## src/rxc_defs.svh

```systemverilog
// Contract
// - All outputs synchronous to the receive clock
// - Earliest frame byte in most significant lane
// - Valid high exactly when the data word is meaningful
// - No valid gaps within a frame, FEC off
// - Idle cycles at alignment markers, FEC on
// - Start marker on the word with byte one
// - End marker on last data byte, FCS stripped
// - Pass-through keeps FCS, end on its last byte
// - Empty count gives unused lanes at end
// - Unused lanes are always the low-order bytes
// - Six-bit error vector, valid at end, top unused
// - Bit 4: payload shorter than advertised length
// - Bit 3: frame larger than configured maximum
// - Bit 2: frame shorter than 64 bytes
// - Bit 1: computed CRC differs from received
// - Bit 0: bad terminate; also sets bit 1
// - Status valid strobe marks a valid status word
// - Status word type flags, pause at bit 38
`ifndef RXC_DEFS_SVH
`define RXC_DEFS_SVH

`define RXC_MAC_CLK_KHZ 390625
`define RXC_WORD_BYTES 4'h8
`define RXC_FCS_BYTES 4'h4
`define RXC_HDR_FCS_BYTES 16'h0012
`define RXC_MIN_FRAME 16'h0040
`define RXC_LEN_TYPE_LIMIT 16'h0600
`define RXC_CTRL_TYPE 16'h8808
`define RXC_PAUSE_OPCODE 16'h0001
`define RXC_CRC_INIT 32'hFFFF_FFFF
`define RXC_CRC_POLY 32'hEDB8_8320
`define RXC_CRC_RESIDUE 32'hDEBB_20E3
`define RXC_BCAST_ADDR 48'hFFFF_FFFF_FFFF

`define RXC_ERR_MALFORMED 0
`define RXC_ERR_CRC 1
`define RXC_ERR_UNDERSIZE 2
`define RXC_ERR_OVERSIZE 3
`define RXC_ERR_PAYLOAD_LEN 4

`define RXC_ST_CONTROL 39
`define RXC_ST_PAUSE 38
`define RXC_ST_BCAST 37
`define RXC_ST_MCAST 36
`define RXC_ST_UCAST 35

`endif

```

## src/rxc_pkg.sv

```systemverilog
package rxc_pkg;

  typedef enum logic [1:0] {
    RXC_IDLE  = 2'b00,
    RXC_BODY  = 2'b01,
    RXC_FLUSH = 2'b10
  } rxc_state_t;

  typedef struct packed {
    logic [31:0] crc;
  } rxc_crc_st_t;

  typedef struct packed {
    logic [1:0] widx;
    logic ucast;
    logic mcast;
    logic bcast;
    logic ctrl;
    logic pause;
    logic [15:0] len_type;
  } rxc_cls_st_t;

  typedef struct packed {
    rxc_state_t fsm;
    logic [63:0] hold_data;
    logic hold_start;
    logic [3:0] hold_bytes;
    logic [15:0] byte_cnt;
    logic [5:0] fin_err;
    logic [39:0] fin_status;
    logic [63:0] out_data;
    logic out_valid;
    logic out_start;
    logic out_end;
    logic [2:0] out_empty;
    logic [5:0] out_err;
    logic out_sv;
    logic [39:0] out_status;
  } rxc_main_st_t;

endpackage

```

## src/rxc_word_if.sv

```systemverilog
`timescale 1ns/1ps
interface rxc_word_if;
  logic valid;
  logic start;
  logic last;
  logic [63:0] data;
  logic [3:0] nbytes;
  modport src (output valid, output start, output last, output data, output nbytes);
  modport sink (input valid, input start, input last, input data, input nbytes);
endinterface

```

## src/rxc_crc_chk.sv

```systemverilog
`timescale 1ns/1ps
`include "rxc_defs.svh"
module rxc_crc_chk import rxc_pkg::*; (
  input wire logic i_clk,
  input wire logic i_sys_rst,
  rxc_word_if.sink s,
  output logic o_crc_good
);

  rxc_crc_st_t st_r;
  rxc_crc_st_t st_nxt;
  logic [31:0] run;

  function automatic logic [31:0] crc_byte(input logic [31:0] c, input logic [7:0] b);
    logic [31:0] x;
    x = c ^ {24'h00_0000, b};
    for (int i = 0; i < 8; i++) begin
      x = x[0] ? ((x >> 1) ^ `RXC_CRC_POLY) : (x >> 1);
    end
    return x;
  endfunction

  function automatic logic [31:0] crc_word(input logic [31:0] c, input logic [63:0] d,
                                           input logic [3:0] n);
    logic [31:0] x;
    x = c;
    for (int k = 0; k < 8; k++) begin
      if (4'(k) < n) begin
        x = crc_byte(x, d[8*k +: 8]);
      end
    end
    return x;
  endfunction

  always_comb begin
    st_nxt = st_r;
    run = crc_word(s.start ? `RXC_CRC_INIT : st_r.crc, s.data, s.nbytes);
    if (s.valid) begin
      st_nxt.crc = run;
    end
    // Residue over data plus FCS is fixed when the frame is intact
    o_crc_good = (run == `RXC_CRC_RESIDUE);
  end

  always_ff @(posedge i_clk) begin
    if (i_sys_rst) begin
      st_r <= '{crc: `RXC_CRC_INIT};
    end else begin
      st_r <= st_nxt;
    end
  end

endmodule // rxc_crc_chk

```

## src/rxc_frame_class.sv

```systemverilog
`timescale 1ns/1ps
`include "rxc_defs.svh"
module rxc_frame_class import rxc_pkg::*; (
  input wire logic i_clk,
  input wire logic i_sys_rst,
  rxc_word_if.sink s,
  output logic o_ucast,
  output logic o_mcast,
  output logic o_bcast,
  output logic o_ctrl,
  output logic o_pause,
  output logic [15:0] o_len_type
);

  rxc_cls_st_t st_r;
  rxc_cls_st_t st_nxt;
  logic [15:0] lt;
  logic [15:0] opc;

  always_comb begin
    st_nxt = st_r;
    lt = {s.data[39:32], s.data[47:40]};
    opc = {s.data[55:48], s.data[63:56]};
    if (s.valid && s.start) begin
      // Destination address in wire bytes 0..5, group bit is bit 0 of byte 0
      st_nxt.bcast = (s.data[47:0] == `RXC_BCAST_ADDR);
      st_nxt.mcast = s.data[0] && (s.data[47:0] != `RXC_BCAST_ADDR);
      st_nxt.ucast = !s.data[0];
      st_nxt.ctrl = 1'b0;
      st_nxt.pause = 1'b0;
      st_nxt.len_type = 16'h0000;
      st_nxt.widx = 2'b01;
    end else if (s.valid && st_r.widx == 2'b01) begin
      st_nxt.len_type = lt;
      st_nxt.ctrl = (lt == `RXC_CTRL_TYPE);
      st_nxt.pause = (lt == `RXC_CTRL_TYPE) && (opc == `RXC_PAUSE_OPCODE);
      st_nxt.widx = 2'b10;
    end
  end

  always_ff @(posedge i_clk) begin
    if (i_sys_rst) begin
      st_r <= '0;
    end else begin
      st_r <= st_nxt;
    end
  end

  assign o_ucast = st_r.ucast;
  assign o_mcast = st_r.mcast;
  assign o_bcast = st_r.bcast;
  assign o_ctrl = st_r.ctrl;
  assign o_pause = st_r.pause;
  assign o_len_type = st_r.len_type;

endmodule // rxc_frame_class

```

## src/rxc_rx_client_port.sv

```systemverilog
`timescale 1ns/1ps
`include "rxc_defs.svh"
module rxc_rx_client_port import rxc_pkg::*; (
  input wire logic i_clk,
  input wire logic i_sys_rst,
  input wire logic i_pcs_ready,
  input wire logic i_reed_solomon_fec_option,
  input wire logic i_crc_pass_through,
  input wire logic [15:0] i_max_frame_size,
  input wire logic i_am_cycle,
  input wire logic i_in_valid,
  input wire logic i_in_start,
  input wire logic i_in_end,
  input wire logic [3:0] i_in_bytes,
  input wire logic i_in_bad_term,
  input wire logic [63:0] i_in_data,
  output logic [63:0] o_rx_client_data_word,
  output logic o_rx_client_valid,
  output logic o_rx_client_frame_start,
  output logic o_rx_client_frame_end,
  output logic [2:0] o_rx_client_empty_count,
  output logic [5:0] o_rx_client_error_vector,
  output logic o_rx_frame_status_valid,
  output logic [39:0] o_rx_frame_status_word
);

  rxc_main_st_t st_r;
  rxc_main_st_t st_nxt;

  rxc_word_if w ();

  logic crc_good;
  logic c_ucast;
  logic c_mcast;
  logic c_bcast;
  logic c_ctrl;
  logic c_pause;
  logic [15:0] c_len_type;

  logic am_gap;
  logic [3:0] bytes_in;
  logic [3:0] fcs_len;
  logic has_data;
  logic [3:0] data_bytes;
  logic [3:0] lack;
  logic [15:0] cnt_now;
  logic [15:0] lt_now;
  logic [15:0] payload;
  logic [5:0] err;
  logic [39:0] status;
  logic [63:0] flipped;
  logic hold_ok;

  // Wire order has byte 0 in the low lane; client order puts it on top
  function automatic logic [63:0] lane_flip(input logic [63:0] d);
    logic [63:0] r;
    r = '0;
    for (int k = 0; k < 8; k++) begin
      r[63-8*k -: 8] = d[8*k +: 8];
    end
    return r;
  endfunction

  // Keeps the top n lanes, clears the low-order ones
  function automatic logic [63:0] keep_lanes(input logic [63:0] d, input logic [3:0] n);
    logic [63:0] r;
    r = '0;
    for (int k = 0; k < 8; k++) begin
      if (4'(k) < n) begin
        r[63-8*k -: 8] = d[63-8*k -: 8];
      end
    end
    return r;
  endfunction

  function automatic rxc_main_st_t put(input rxc_main_st_t s, input logic [63:0] d,
                                       input logic sop, input logic eop,
                                       input logic [3:0] n, input logic [5:0] e,
                                       input logic [39:0] sw);
    rxc_main_st_t r;
    r = s;
    r.out_data = keep_lanes(d, n);
    r.out_valid = 1'b1;
    r.out_start = sop;
    r.out_end = eop;
    r.out_empty = eop ? 3'(`RXC_WORD_BYTES - n) : 3'h0;
    r.out_err = eop ? e : 6'h00;
    r.out_sv = eop;
    r.out_status = eop ? sw : 40'h00_0000_0000;
    return r;
  endfunction

  // FEC alignment-marker slots are idle even mid-frame
  assign am_gap = i_reed_solomon_fec_option && i_am_cycle;
  assign w.valid = i_in_valid && i_pcs_ready && !am_gap;
  assign w.start = i_in_start;
  assign w.last = i_in_end;
  assign w.data = i_in_data;
  assign w.nbytes = i_in_end ? i_in_bytes : `RXC_WORD_BYTES;

  rxc_crc_chk u_crc (
    .i_clk(i_clk),
    .i_sys_rst(i_sys_rst),
    .s(w),
    .o_crc_good(crc_good)
  );

  rxc_frame_class u_cls (
    .i_clk(i_clk),
    .i_sys_rst(i_sys_rst),
    .s(w),
    .o_ucast(c_ucast),
    .o_mcast(c_mcast),
    .o_bcast(c_bcast),
    .o_ctrl(c_ctrl),
    .o_pause(c_pause),
    .o_len_type(c_len_type)
  );

  always_comb begin
    st_nxt = st_r;
    st_nxt.out_valid = 1'b0;
    st_nxt.out_start = 1'b0;
    st_nxt.out_end = 1'b0;
    st_nxt.out_empty = 3'h0;
    st_nxt.out_err = 6'h00;
    st_nxt.out_sv = 1'b0;
    st_nxt.out_status = 40'h00_0000_0000;

    bytes_in = w.nbytes;
    fcs_len = i_crc_pass_through ? 4'h0 : `RXC_FCS_BYTES;
    has_data = (bytes_in > fcs_len);
    data_bytes = bytes_in - fcs_len;
    lack = fcs_len - bytes_in;
    cnt_now = (i_in_start ? 16'h0000 : st_r.byte_cnt) + {12'h000, bytes_in};
    lt_now = c_len_type;
    flipped = lane_flip(i_in_data);
    hold_ok = (st_r.fsm == RXC_BODY) && !i_in_start;

    payload = (lt_now < `RXC_LEN_TYPE_LIMIT) ? lt_now :
              (cnt_now > `RXC_HDR_FCS_BYTES) ? cnt_now - `RXC_HDR_FCS_BYTES : 16'h0000;
    err = 6'h00;
    err[`RXC_ERR_MALFORMED] = i_in_bad_term;
    err[`RXC_ERR_CRC] = !crc_good || i_in_bad_term;
    err[`RXC_ERR_UNDERSIZE] = (cnt_now < `RXC_MIN_FRAME);
    err[`RXC_ERR_OVERSIZE] = (cnt_now > i_max_frame_size);
    err[`RXC_ERR_PAYLOAD_LEN] = (lt_now < `RXC_LEN_TYPE_LIMIT) &&
                                ({1'b0, cnt_now} < {1'b0, lt_now} + 17'h0_0012);
    status = 40'h00_0000_0000;
    status[`RXC_ST_CONTROL] = c_ctrl;
    status[`RXC_ST_PAUSE] = c_pause;
    status[`RXC_ST_BCAST] = c_bcast;
    status[`RXC_ST_MCAST] = c_mcast;
    status[`RXC_ST_UCAST] = c_ucast;
    status[31:16] = cnt_now;
    status[15:0] = payload;

    // Final word waits one cycle, not in a marker slot
    if (st_r.fsm == RXC_FLUSH && !am_gap) begin
      st_nxt = put(st_nxt, st_r.hold_data, st_r.hold_start, 1'b1, st_r.hold_bytes,
                   st_r.fin_err, st_r.fin_status);
      st_nxt.fsm = RXC_IDLE;
    end

    if (w.valid) begin
      if (!i_in_end) begin
        if (hold_ok) begin
          st_nxt = put(st_nxt, st_r.hold_data, st_r.hold_start, 1'b0, `RXC_WORD_BYTES,
                       6'h00, 40'h00_0000_0000);
        end
        st_nxt.hold_data = flipped;
        st_nxt.hold_start = i_in_start;
        st_nxt.hold_bytes = `RXC_WORD_BYTES;
        st_nxt.byte_cnt = cnt_now;
        st_nxt.fsm = RXC_BODY;
      end else if (has_data) begin
        if (hold_ok) begin
          st_nxt = put(st_nxt, st_r.hold_data, st_r.hold_start, 1'b0, `RXC_WORD_BYTES,
                       6'h00, 40'h00_0000_0000);
        end
        st_nxt.hold_data = flipped;
        st_nxt.hold_start = i_in_start;
        st_nxt.hold_bytes = data_bytes;
        st_nxt.byte_cnt = cnt_now;
        st_nxt.fin_err = err;
        st_nxt.fin_status = status;
        st_nxt.fsm = RXC_FLUSH;
      end else begin
        // Last word is all FCS: held word becomes the end of frame
        if (hold_ok) begin
          st_nxt = put(st_nxt, st_r.hold_data, st_r.hold_start, 1'b1,
                       `RXC_WORD_BYTES - lack, err, status);
        end
        st_nxt.byte_cnt = cnt_now;
        st_nxt.fsm = RXC_IDLE;
      end
    end

    // Nothing is delivered while the PCS is not ready
    if (!i_pcs_ready) begin
      st_nxt.fsm = RXC_IDLE;
      st_nxt.out_valid = 1'b0;
      st_nxt.out_start = 1'b0;
      st_nxt.out_end = 1'b0;
      st_nxt.out_sv = 1'b0;
    end
  end

  always_ff @(posedge i_clk) begin
    if (i_sys_rst) begin
      st_r <= '0;
    end else begin
      st_r <= st_nxt;
    end
  end

  assign o_rx_client_data_word = st_r.out_data;
  assign o_rx_client_valid = st_r.out_valid;
  assign o_rx_client_frame_start = st_r.out_start;
  assign o_rx_client_frame_end = st_r.out_end;
  assign o_rx_client_empty_count = st_r.out_empty;
  assign o_rx_client_error_vector = st_r.out_err;
  assign o_rx_frame_status_valid = st_r.out_sv;
  assign o_rx_frame_status_word = st_r.out_status;

endmodule // rxc_rx_client_port

```

## config.mk

```make
export PLATFORM = sky130hd
export DESIGN_NAME = rxc_rx_client_port
export DESIGN_NICKNAME = d
export VERILOG_FILES = /design/src/rxc_pkg.sv /design/src/rxc_word_if.sv /design/src/rxc_crc_chk.sv /design/src/rxc_frame_class.sv /design/src/rxc_rx_client_port.sv
export VERILOG_INCLUDE_DIRS = /design/src
export SDC_FILE = /design/constraint.sdc
export NUM_CORES = 1
export LEC_CHECK = 0
export BUFFER_PORTS_ARGS = -buffer_cell sky130_fd_sc_hd__buf_4
export CORE_ASPECT_RATIO = 1.75
export CORE_UTILIZATION = 29
export DETAILED_ROUTE_END_ITERATION = 8
export PLACE_DENSITY = 0.5
export SLEW_MARGIN = 20
export SYNTH_ARGS = -nofsm -noshare
export SYNTH_HDL_FRONTEND = slang
export SYNTH_SLANG_ARGS = --single-unit
export TNS_END_PERCENT = 30
```

## constraint.sdc

```tcl
create_clock -name i_clk -period 12.2 [get_ports i_clk]
set_clock_uncertainty 0.15 [all_clocks]
set_input_delay 0 -clock i_clk [delete_from_list [all_inputs] [get_ports i_clk]]
set_output_delay 0 -clock i_clk [all_outputs]
set_load 0.03 [all_outputs]
```

==> results of run 1 <==
-- stage by stage --
stage | TNS (ns) | util | cells | instance area [um^2]
final | 0 | 0.340 | 4524 | 30000
after global routing | -0.0113 | 0.340 | 4524 | 30000
after CTS | 0 | 0.340 | 4524 | 30000
after detailed placement | 0 | 0.319 | 4382 | 28100
after global placement | 0 | 0.319 | 4382 | 28100
after floorplan | 0 | - | 3229 | 26000
-- final cells by class --
| cell class | count | area [um^2] | area share |
|---|---|---|---|
| clock buffers | 33 | 738 | 0.0246 |
| clock inverters | 16 | 208 | 0.00691 |
| inverters | 46 | 173 | 0.00575 |
| multi-input cells | 2557 | 18200 | 0.607 |
| flip-flops and latches | 296 | 5930 | 0.197 |
| well taps | 1168 | 1460 | 0.0486 |
| repair buffers | 408 | 3300 | 0.110 |
-- metal layers --
layer | vias to the layer above | track usage | wire, um
met5 | - | 0 | 0
met4 | 0 | 0.157 | 8090
met3 | 274 | 0.0152 | 3470
met2 | 692 | 0.413 | 53600
met1 | 11100 | 0.229 | 37500
li1 | 11200 | - | -
-- cell usage in the layout, fill, tap and decap left out, types with 8 or more instances in the layout --
cell type,synthesis,layout
mux2_2,15,15
dfxtp_1,296,296
nand4_1,36,36
a21oi_1,268,265
nand3_1,42,40
nand2_1,429,427
o22ai_1,9,8
xor3_1,22,21
a21o_1,14,14
and2_1,17,17
xnor2_4,9,10
o211ai_1,19,19
a211o_1,23,23
dlygate4sd3_1,0,93
nor4_1,20,19
xnor2_1,316,314
a22oi_1,113,113
xor2_1,139,139
xnor3_1,65,65
o21ai_0,99,99
inv_1,44,44
mux2i_1,66,66
and3_1,21,20
or2_2,14,15
nor2b_1,25,25
nor3_1,67,67
a211oi_1,42,42
clkbuf_16,0,27
nand2b_1,21,21
or3_1,19,19
ha_1,46,46
buf_4,117,314
o21a_1,14,14
xnor2_2,17,18
a31oi_1,9,8
nor2_1,365,361
-- state kept, by name, indices dropped and copies added, names as in the netlist --
signal	count
u_cls.o_pause	1
st_r	129
u_cls.o_ucast	1
o_rx_frame_status_word	37
u_cls.st_r	2
o_rx_client_empty_count	3
u_cls.o_bcast	1
o_rx_client_data_word	64
o_rx_client_frame_start	1
u_cls.o_ctrl	1
o_rx_client_valid	1
o_rx_client_error_vector	5
u_crc.st_r	32
u_cls.o_mcast	1
o_rx_client_frame_end	1
u_cls.o_len_type	16
-- cell families after synthesis --
family / after synthesis
flip-flops: 296
AO/OA/AOI/OAI: 718
AND/OR/NAND/NOR: 1121
adder cells (fa/ha/maj): 47
XOR/XNOR: 581
buffers and inverters: 376
other: 1
multiplexers: 86
-- final timing paths --
check,startpoint,to,slack (ns)
worst max-delay path,i_in_bytes[1],o_rx_client_error_vector[1]$_SDFF_PP0_,0.55
worst max register to register,u_crc.st_r[0]$_SDFFE_PP1P_,o_rx_client_error_vector[1]$_SDFF_PP0_,0.62
worst min-delay path,i_in_valid,st_r[169]$_SDFFE_PP0P_,0.05
worst min register to register,st_r[166]$_SDFFE_PP0P_,st_r[166]$_SDFFE_PP0P_,0.30
-- worst max-delay path, delay by kind of cell --
| kind | cells | cell delay [ns] |
|---|---|---|
| compound gates | 11 | 3.62 |
| fa+ha+maj | 1 | 0.41 |
| mux | 2 | 0.92 |
| simple gates | 6 | 1.78 |
| buf+inv | 2 | 0.71 |
| xor+xnor | 14 | 4.46 |
-- repair_timing --
item,CTS,global route
endpoints found under the hold margin,175,0
gates resized for setup,0,7
endpoints found under the setup margin,0,2
hold buffers,93,0
==> flow_metrics.py, run 1 <==
metrics = {
    "run_status": {
        "status": "finished, final reports clean",
    },
    "placed_design": {
        "place_ws_ns": 0.0180,
        "port-buffer-count": 206,
        "place.gp.congestion": 0.952,
        "hpwl_um": 80200,
    },
    "finish": {
        "num-fill-cells": 9396,
        "areaGrowthSynthToFinish_pct": 15.7,
        "final_nets": 3477,
        "antennaDiodeCount": 0,
        "drive_above_1_share": 0.149,
    },
    "die": {
        "die_area_um2": 90800,
        "die_y_um": 398,
        "num_io_pins": 211,
        "coreArea_um2": 88300,
        "initial_utilization": 0.294,
        "rows": 144,
        "die_x_um": 228,
    },
    "timing": {
        "worstMarginPinSlew_ns": 1.17,
        "relSlewSlack": 0.218,
        "fmax_mhz": 85.9,
        "setup_violations": 0,
        "hold_violations": 0,
        "period_share": 0.955,
        "fin_ws_ns": 0.552,
        "finalCriticalPeriod_ns": 11.65,
        "slew_viol_final": 0,
        "whs_ns": 0.0548,
    },
    "worst_setup_path": {
        "startpoint_type": "input pin",
        "slowest_delay_ns": 0.65,
        "critical_path_class": "in2reg",
        "critPathMaxFanout": 9,
        "r2r_cells": 32,
        "required_ns": 12.48,
        "crit_path_end_kind": "flip-flop",
        "slowest_stage": "a2111oi_2",
        "critPathArrivalTime_ns": 11.93,
    },
    "logic_synthesis": {
        "synth_compound_area_frac": 0.184,
        "synthAdderAreaFrac": 0.0229,
        "synth_common_cells": "429 x nand2_1, 365 x nor2_1, 316 x xnor2_1, 296 x dfxtp_1, 268 x a21oi_1",
        "ys.flop_type": "dfxtp_1",
        "synth.area.mux_share": 0.0357,
        "yosys.area.top_type": "dfxtp_1",
        "synth_seq_cells": 296,
        "synth_top_family_by_area": "XOR/XNOR gates",
        "synthSimpleGateAreaFrac": 0.194,
        "yosysMostFrequentCell": "nand2_1",
        "ys_async_sr_fraction": 0,
        "yosysSeqAreaShare": 0.228,
        "synth-xor-area-share": 0.261,
        "synth_top_area_frac": 0.228,
        "ys_top_cells_by_area": "dfxtp_1 23%, xnor2_1 11%, nand2_1 6.2%, xnor3_1 5.6%, nor2_1 5.3%",
        "syn_area_per_cell_um2": 8.05,
        "synth_cells": 3226,
        "synth-edff-count": 0,
        "yosys_warnings": 0,
        "ys_types": 113,
        "syn_area_um2": 26000,
    },
    "drt": {
        "drc_errors": 0,
        "wl_per_cell_um": 22.7,
        "post_drt_via_cell_ratio": 5.14,
        "drt-initial-drc-count": 1462,
        "final_antenna_net_count": 0,
        "drt_wl_total_um": 103000,
        "num_vias": 23300,
        "firstDrtPassIters": 5,
    },
    "clock_tree": {
        "cts_setup_buffers": 0,
        "insertion_delay_ns": 0.57,
        "root_buffer": "clkbuf_16",
        "ctsLongestPathBuffers": 3,
        "clock-sinks": 296,
        "cts_tree": "done",
        "clk_pin_slew_ns": 0.07,
        "h-tree-depth": 1,
        "numCtsBuffers": 27,
    },
    "worst_hold_path": {
        "holdPathStages": 5,
        "holdCritPathClass": "in2reg",
    },
    "global_route": {
        "antenna_found_initial": 2,
        "gr-usage-all-layers": 0.219,
        "grt_pass1_vias": 22900,
        "grt_overflow_total": 0,
        "grt_pass1_wl_um": 150000,
        "grt_max_degree": 94,
    },
    "run": {
        "maxCapViolCount": 0,
    },
}
Power of run 1 is left out: the tool's default activity adds up to more than one toggle a clock period on the data nets, which glitch-free logic cannot reach.
==> inputs of run 2 (changes only) <==
--- a/config.mk
+++ b/config.mk
@@ -8,6 +8,7 @@
 export LEC_CHECK = 0
 export BUFFER_PORTS_ARGS = -buffer_cell sky130_fd_sc_hd__buf_4
 export CORE_ASPECT_RATIO = 1.75
+export CORE_MARGIN = 8
 export CORE_UTILIZATION = 29
 export DETAILED_ROUTE_END_ITERATION = 8
 export PLACE_DENSITY = 0.5
==> run 2 against run 1 <==
  * Clock-buffer cell count rose by 1
  * Critical path depth fell by 2
  * Non-clock buffer count fell by 1
  * Core utilization fell by 0.28 points
  * Sequential share of layout area barely moved
  * Via count rose by 0.21%
==> flow_metrics.py, run 2 (synthesized netlist as in run 1, its figures left out) <==
metrics = {
    "worst_setup_path": {
        "critPathArrivalTime_ns": 11.81,
        "critPathMaxFanout": 8,
        "rrSetupSlack_ns": 0.67,
        "startpoint_type": "flip-flop",
        "critical_path_class": "reg2reg",
        "required_ns": 12.48,
        "r2r_cells": 34,
        "r2r-start": "u_crc.st_r[5]$_SDFFE_PP1P_",
        "slowest_delay_ns": 0.65,
        "cp_common_cell": "xnor3_1",
        "slowest_stage": "dfxtp_1",
        "crit_path_end_kind": "flip-flop",
        "reg2reg_to": "o_rx_client_error_vector[1]$_SDFF_PP0_",
    },
    "drt": {
        "num_vias": 23300,
        "firstDrtPassIters": 5,
        "routed-wl-met2_um": 54800,
        "drt-initial-drc-count": 1462,
        "wl_met3_um": 3460,
        "m1WireLength_um": 37700,
        "post_drt_via_cell_ratio": 5.14,
        "drc_errors": 0,
        "wl_per_cell_um": 23.0,
        "drt_wl_total_um": 104000,
        "top_layer_used": "met4",
        "final_antenna_net_count": 0,
    },
    "worst_hold_path": {
        "holdCritPathClass": "in2reg",
        "min_to": "st_r[170]$_SDFFE_PP0P_",
        "worstHoldStart": "i_in_valid",
        "holdPathStages": 5,
    },
    "finish": {
        "antennaDiodeCount": 0,
        "areaGrowthSynthToFinish_pct": 15.8,
        "largest-register": "st_r",
        "drive_above_1_share": 0.150,
        "layout_commonest_cell": "nand2_1",
        "final_area_um2": 30100,
        "layout_common_cells": "428 x nand2_1, 361 x nor2_1, 314 x xnor2_1",
        "final_nets": 3476,
        "largest_reg_flops": 129,
    },
    "timing": {
        "relSlewSlack": 0.318,
        "slew_viol_final": 0,
        "period_share": 0.945,
        "finalSetupTns_ns": 0,
        "fmax_mhz": 86.8,
        "fin_ws_ns": 0.675,
        "setup_violations": 0,
        "worstMarginPinSlew_ns": 1.02,
        "hold_violations": 0,
        "finalCriticalPeriod_ns": 11.53,
        "rsz0062_at_grt": "false",
    },
    "die": {
        "die_x_um": 242,
        "coreArea_um2": 89100,
        "initial_utilization": 0.291,
        "die_y_um": 412,
        "rows": 145,
        "num_io_pins": 211,
        "die_area_um2": 99700,
    },
    "global_route": {
        "grt_overflow_total": 0,
        "grt_pass1_vias": 23000,
        "grt_max_degree": 96,
        "antenna_found_initial": 0,
        "gr-usage-all-layers": 0.199,
        "grt_pass1_wl_um": 152000,
    },
    "clock_tree": {
        "ctsLongestPathBuffers": 3,
        "cts_tree": "done",
        "root_buffer": "clkbuf_16",
        "clock-sinks": 296,
        "insertion_delay_ns": 0.59,
        "clk_pin_slew_ns": 0.07,
        "h-tree-depth": 1,
        "numCtsBuffers": 27,
    },
    "placed_design": {
        "port-buffer-count": 206,
        "dpl_cell_area_um2": 28100,
        "hpwl_um": 82000,
        "place_ws_ns": 0.0678,
        "place.gp.congestion": 0.967,
    },
    "run": {
        "maxCapViolCount": 0,
    },
    "run_status": {
        "status": "finished, final reports clean",
    },
}
run 2: per-layer routing:
metal,GRT usage,up-vias
met5,0,-
li1,-,11200
met2,0.378,746
met1,0.206,11100
met4,0.140,0
met3,0.0144,274
run 2: how the worst max path moves through the flow:
stage / from / end / cells past startpoint
after floorplan: i_in_end / o_rx_client_error_vector[1]$_SDFF_PP0_ / 40
after global placement: i_in_end / o_rx_client_error_vector[1]$_SDFF_PP0_ / 36
after detailed placement: i_in_end / o_rx_client_error_vector[1]$_SDFF_PP0_ / 36
after CTS: i_in_end / o_rx_client_error_vector[1]$_SDFF_PP0_ / 37
after global routing: u_crc.st_r[1]$_SDFFE_PP1P_ / o_rx_client_error_vector[1]$_SDFF_PP0_ / 33
final: u_crc.st_r[5]$_SDFFE_PP1P_ / o_rx_client_error_vector[1]$_SDFF_PP0_ / 34
run 2: layout make-up:
type / instances / area [um^2]
well taps: 1176 / 1470
inverters: 46 / 173
repair buffers: 407 / 3300
multi-input cells: 2557 / 18300
flip-flops and latches: 296 / 5930
clock inverters: 15 / 191
clock buffers: 34 / 752
fillers: 9446 / 59000
run 2: through the flow:
step / hold WS, ns / cells / utilization
final: 0.0421 / 4531 / 0.338
after global routing: 0.0581 / 4531 / 0.338
after CTS: 0.00147 / 4530 / 0.337
after detailed placement: 0.143 / 4387 / 0.316
after global placement: 0.137 / 4387 / 0.316
after floorplan: -0.0140 / 3229 / -
run 2: worst max-delay path, delay by kind of cell, from the launching register on:
family / cells / cell delay [ns]
DFF: 1 / 0.65
xor gates and xnor gates: 17 / 5.69
AOI/OAI and AO/OA: 11 / 3.06
and+or+nand+nor: 3 / 0.85
muxes: 1 / 0.55
buffers and inverters: 2 / 0.42
run 2: what timing repair did:
item,CTS,global route
hold buffers,94,0
buffers inserted,0,1
resized for setup,0,11
endpoints found under the hold margin,174,0
endpoints found under the setup margin,0,3
Power of run 2 is left out for the same reason.
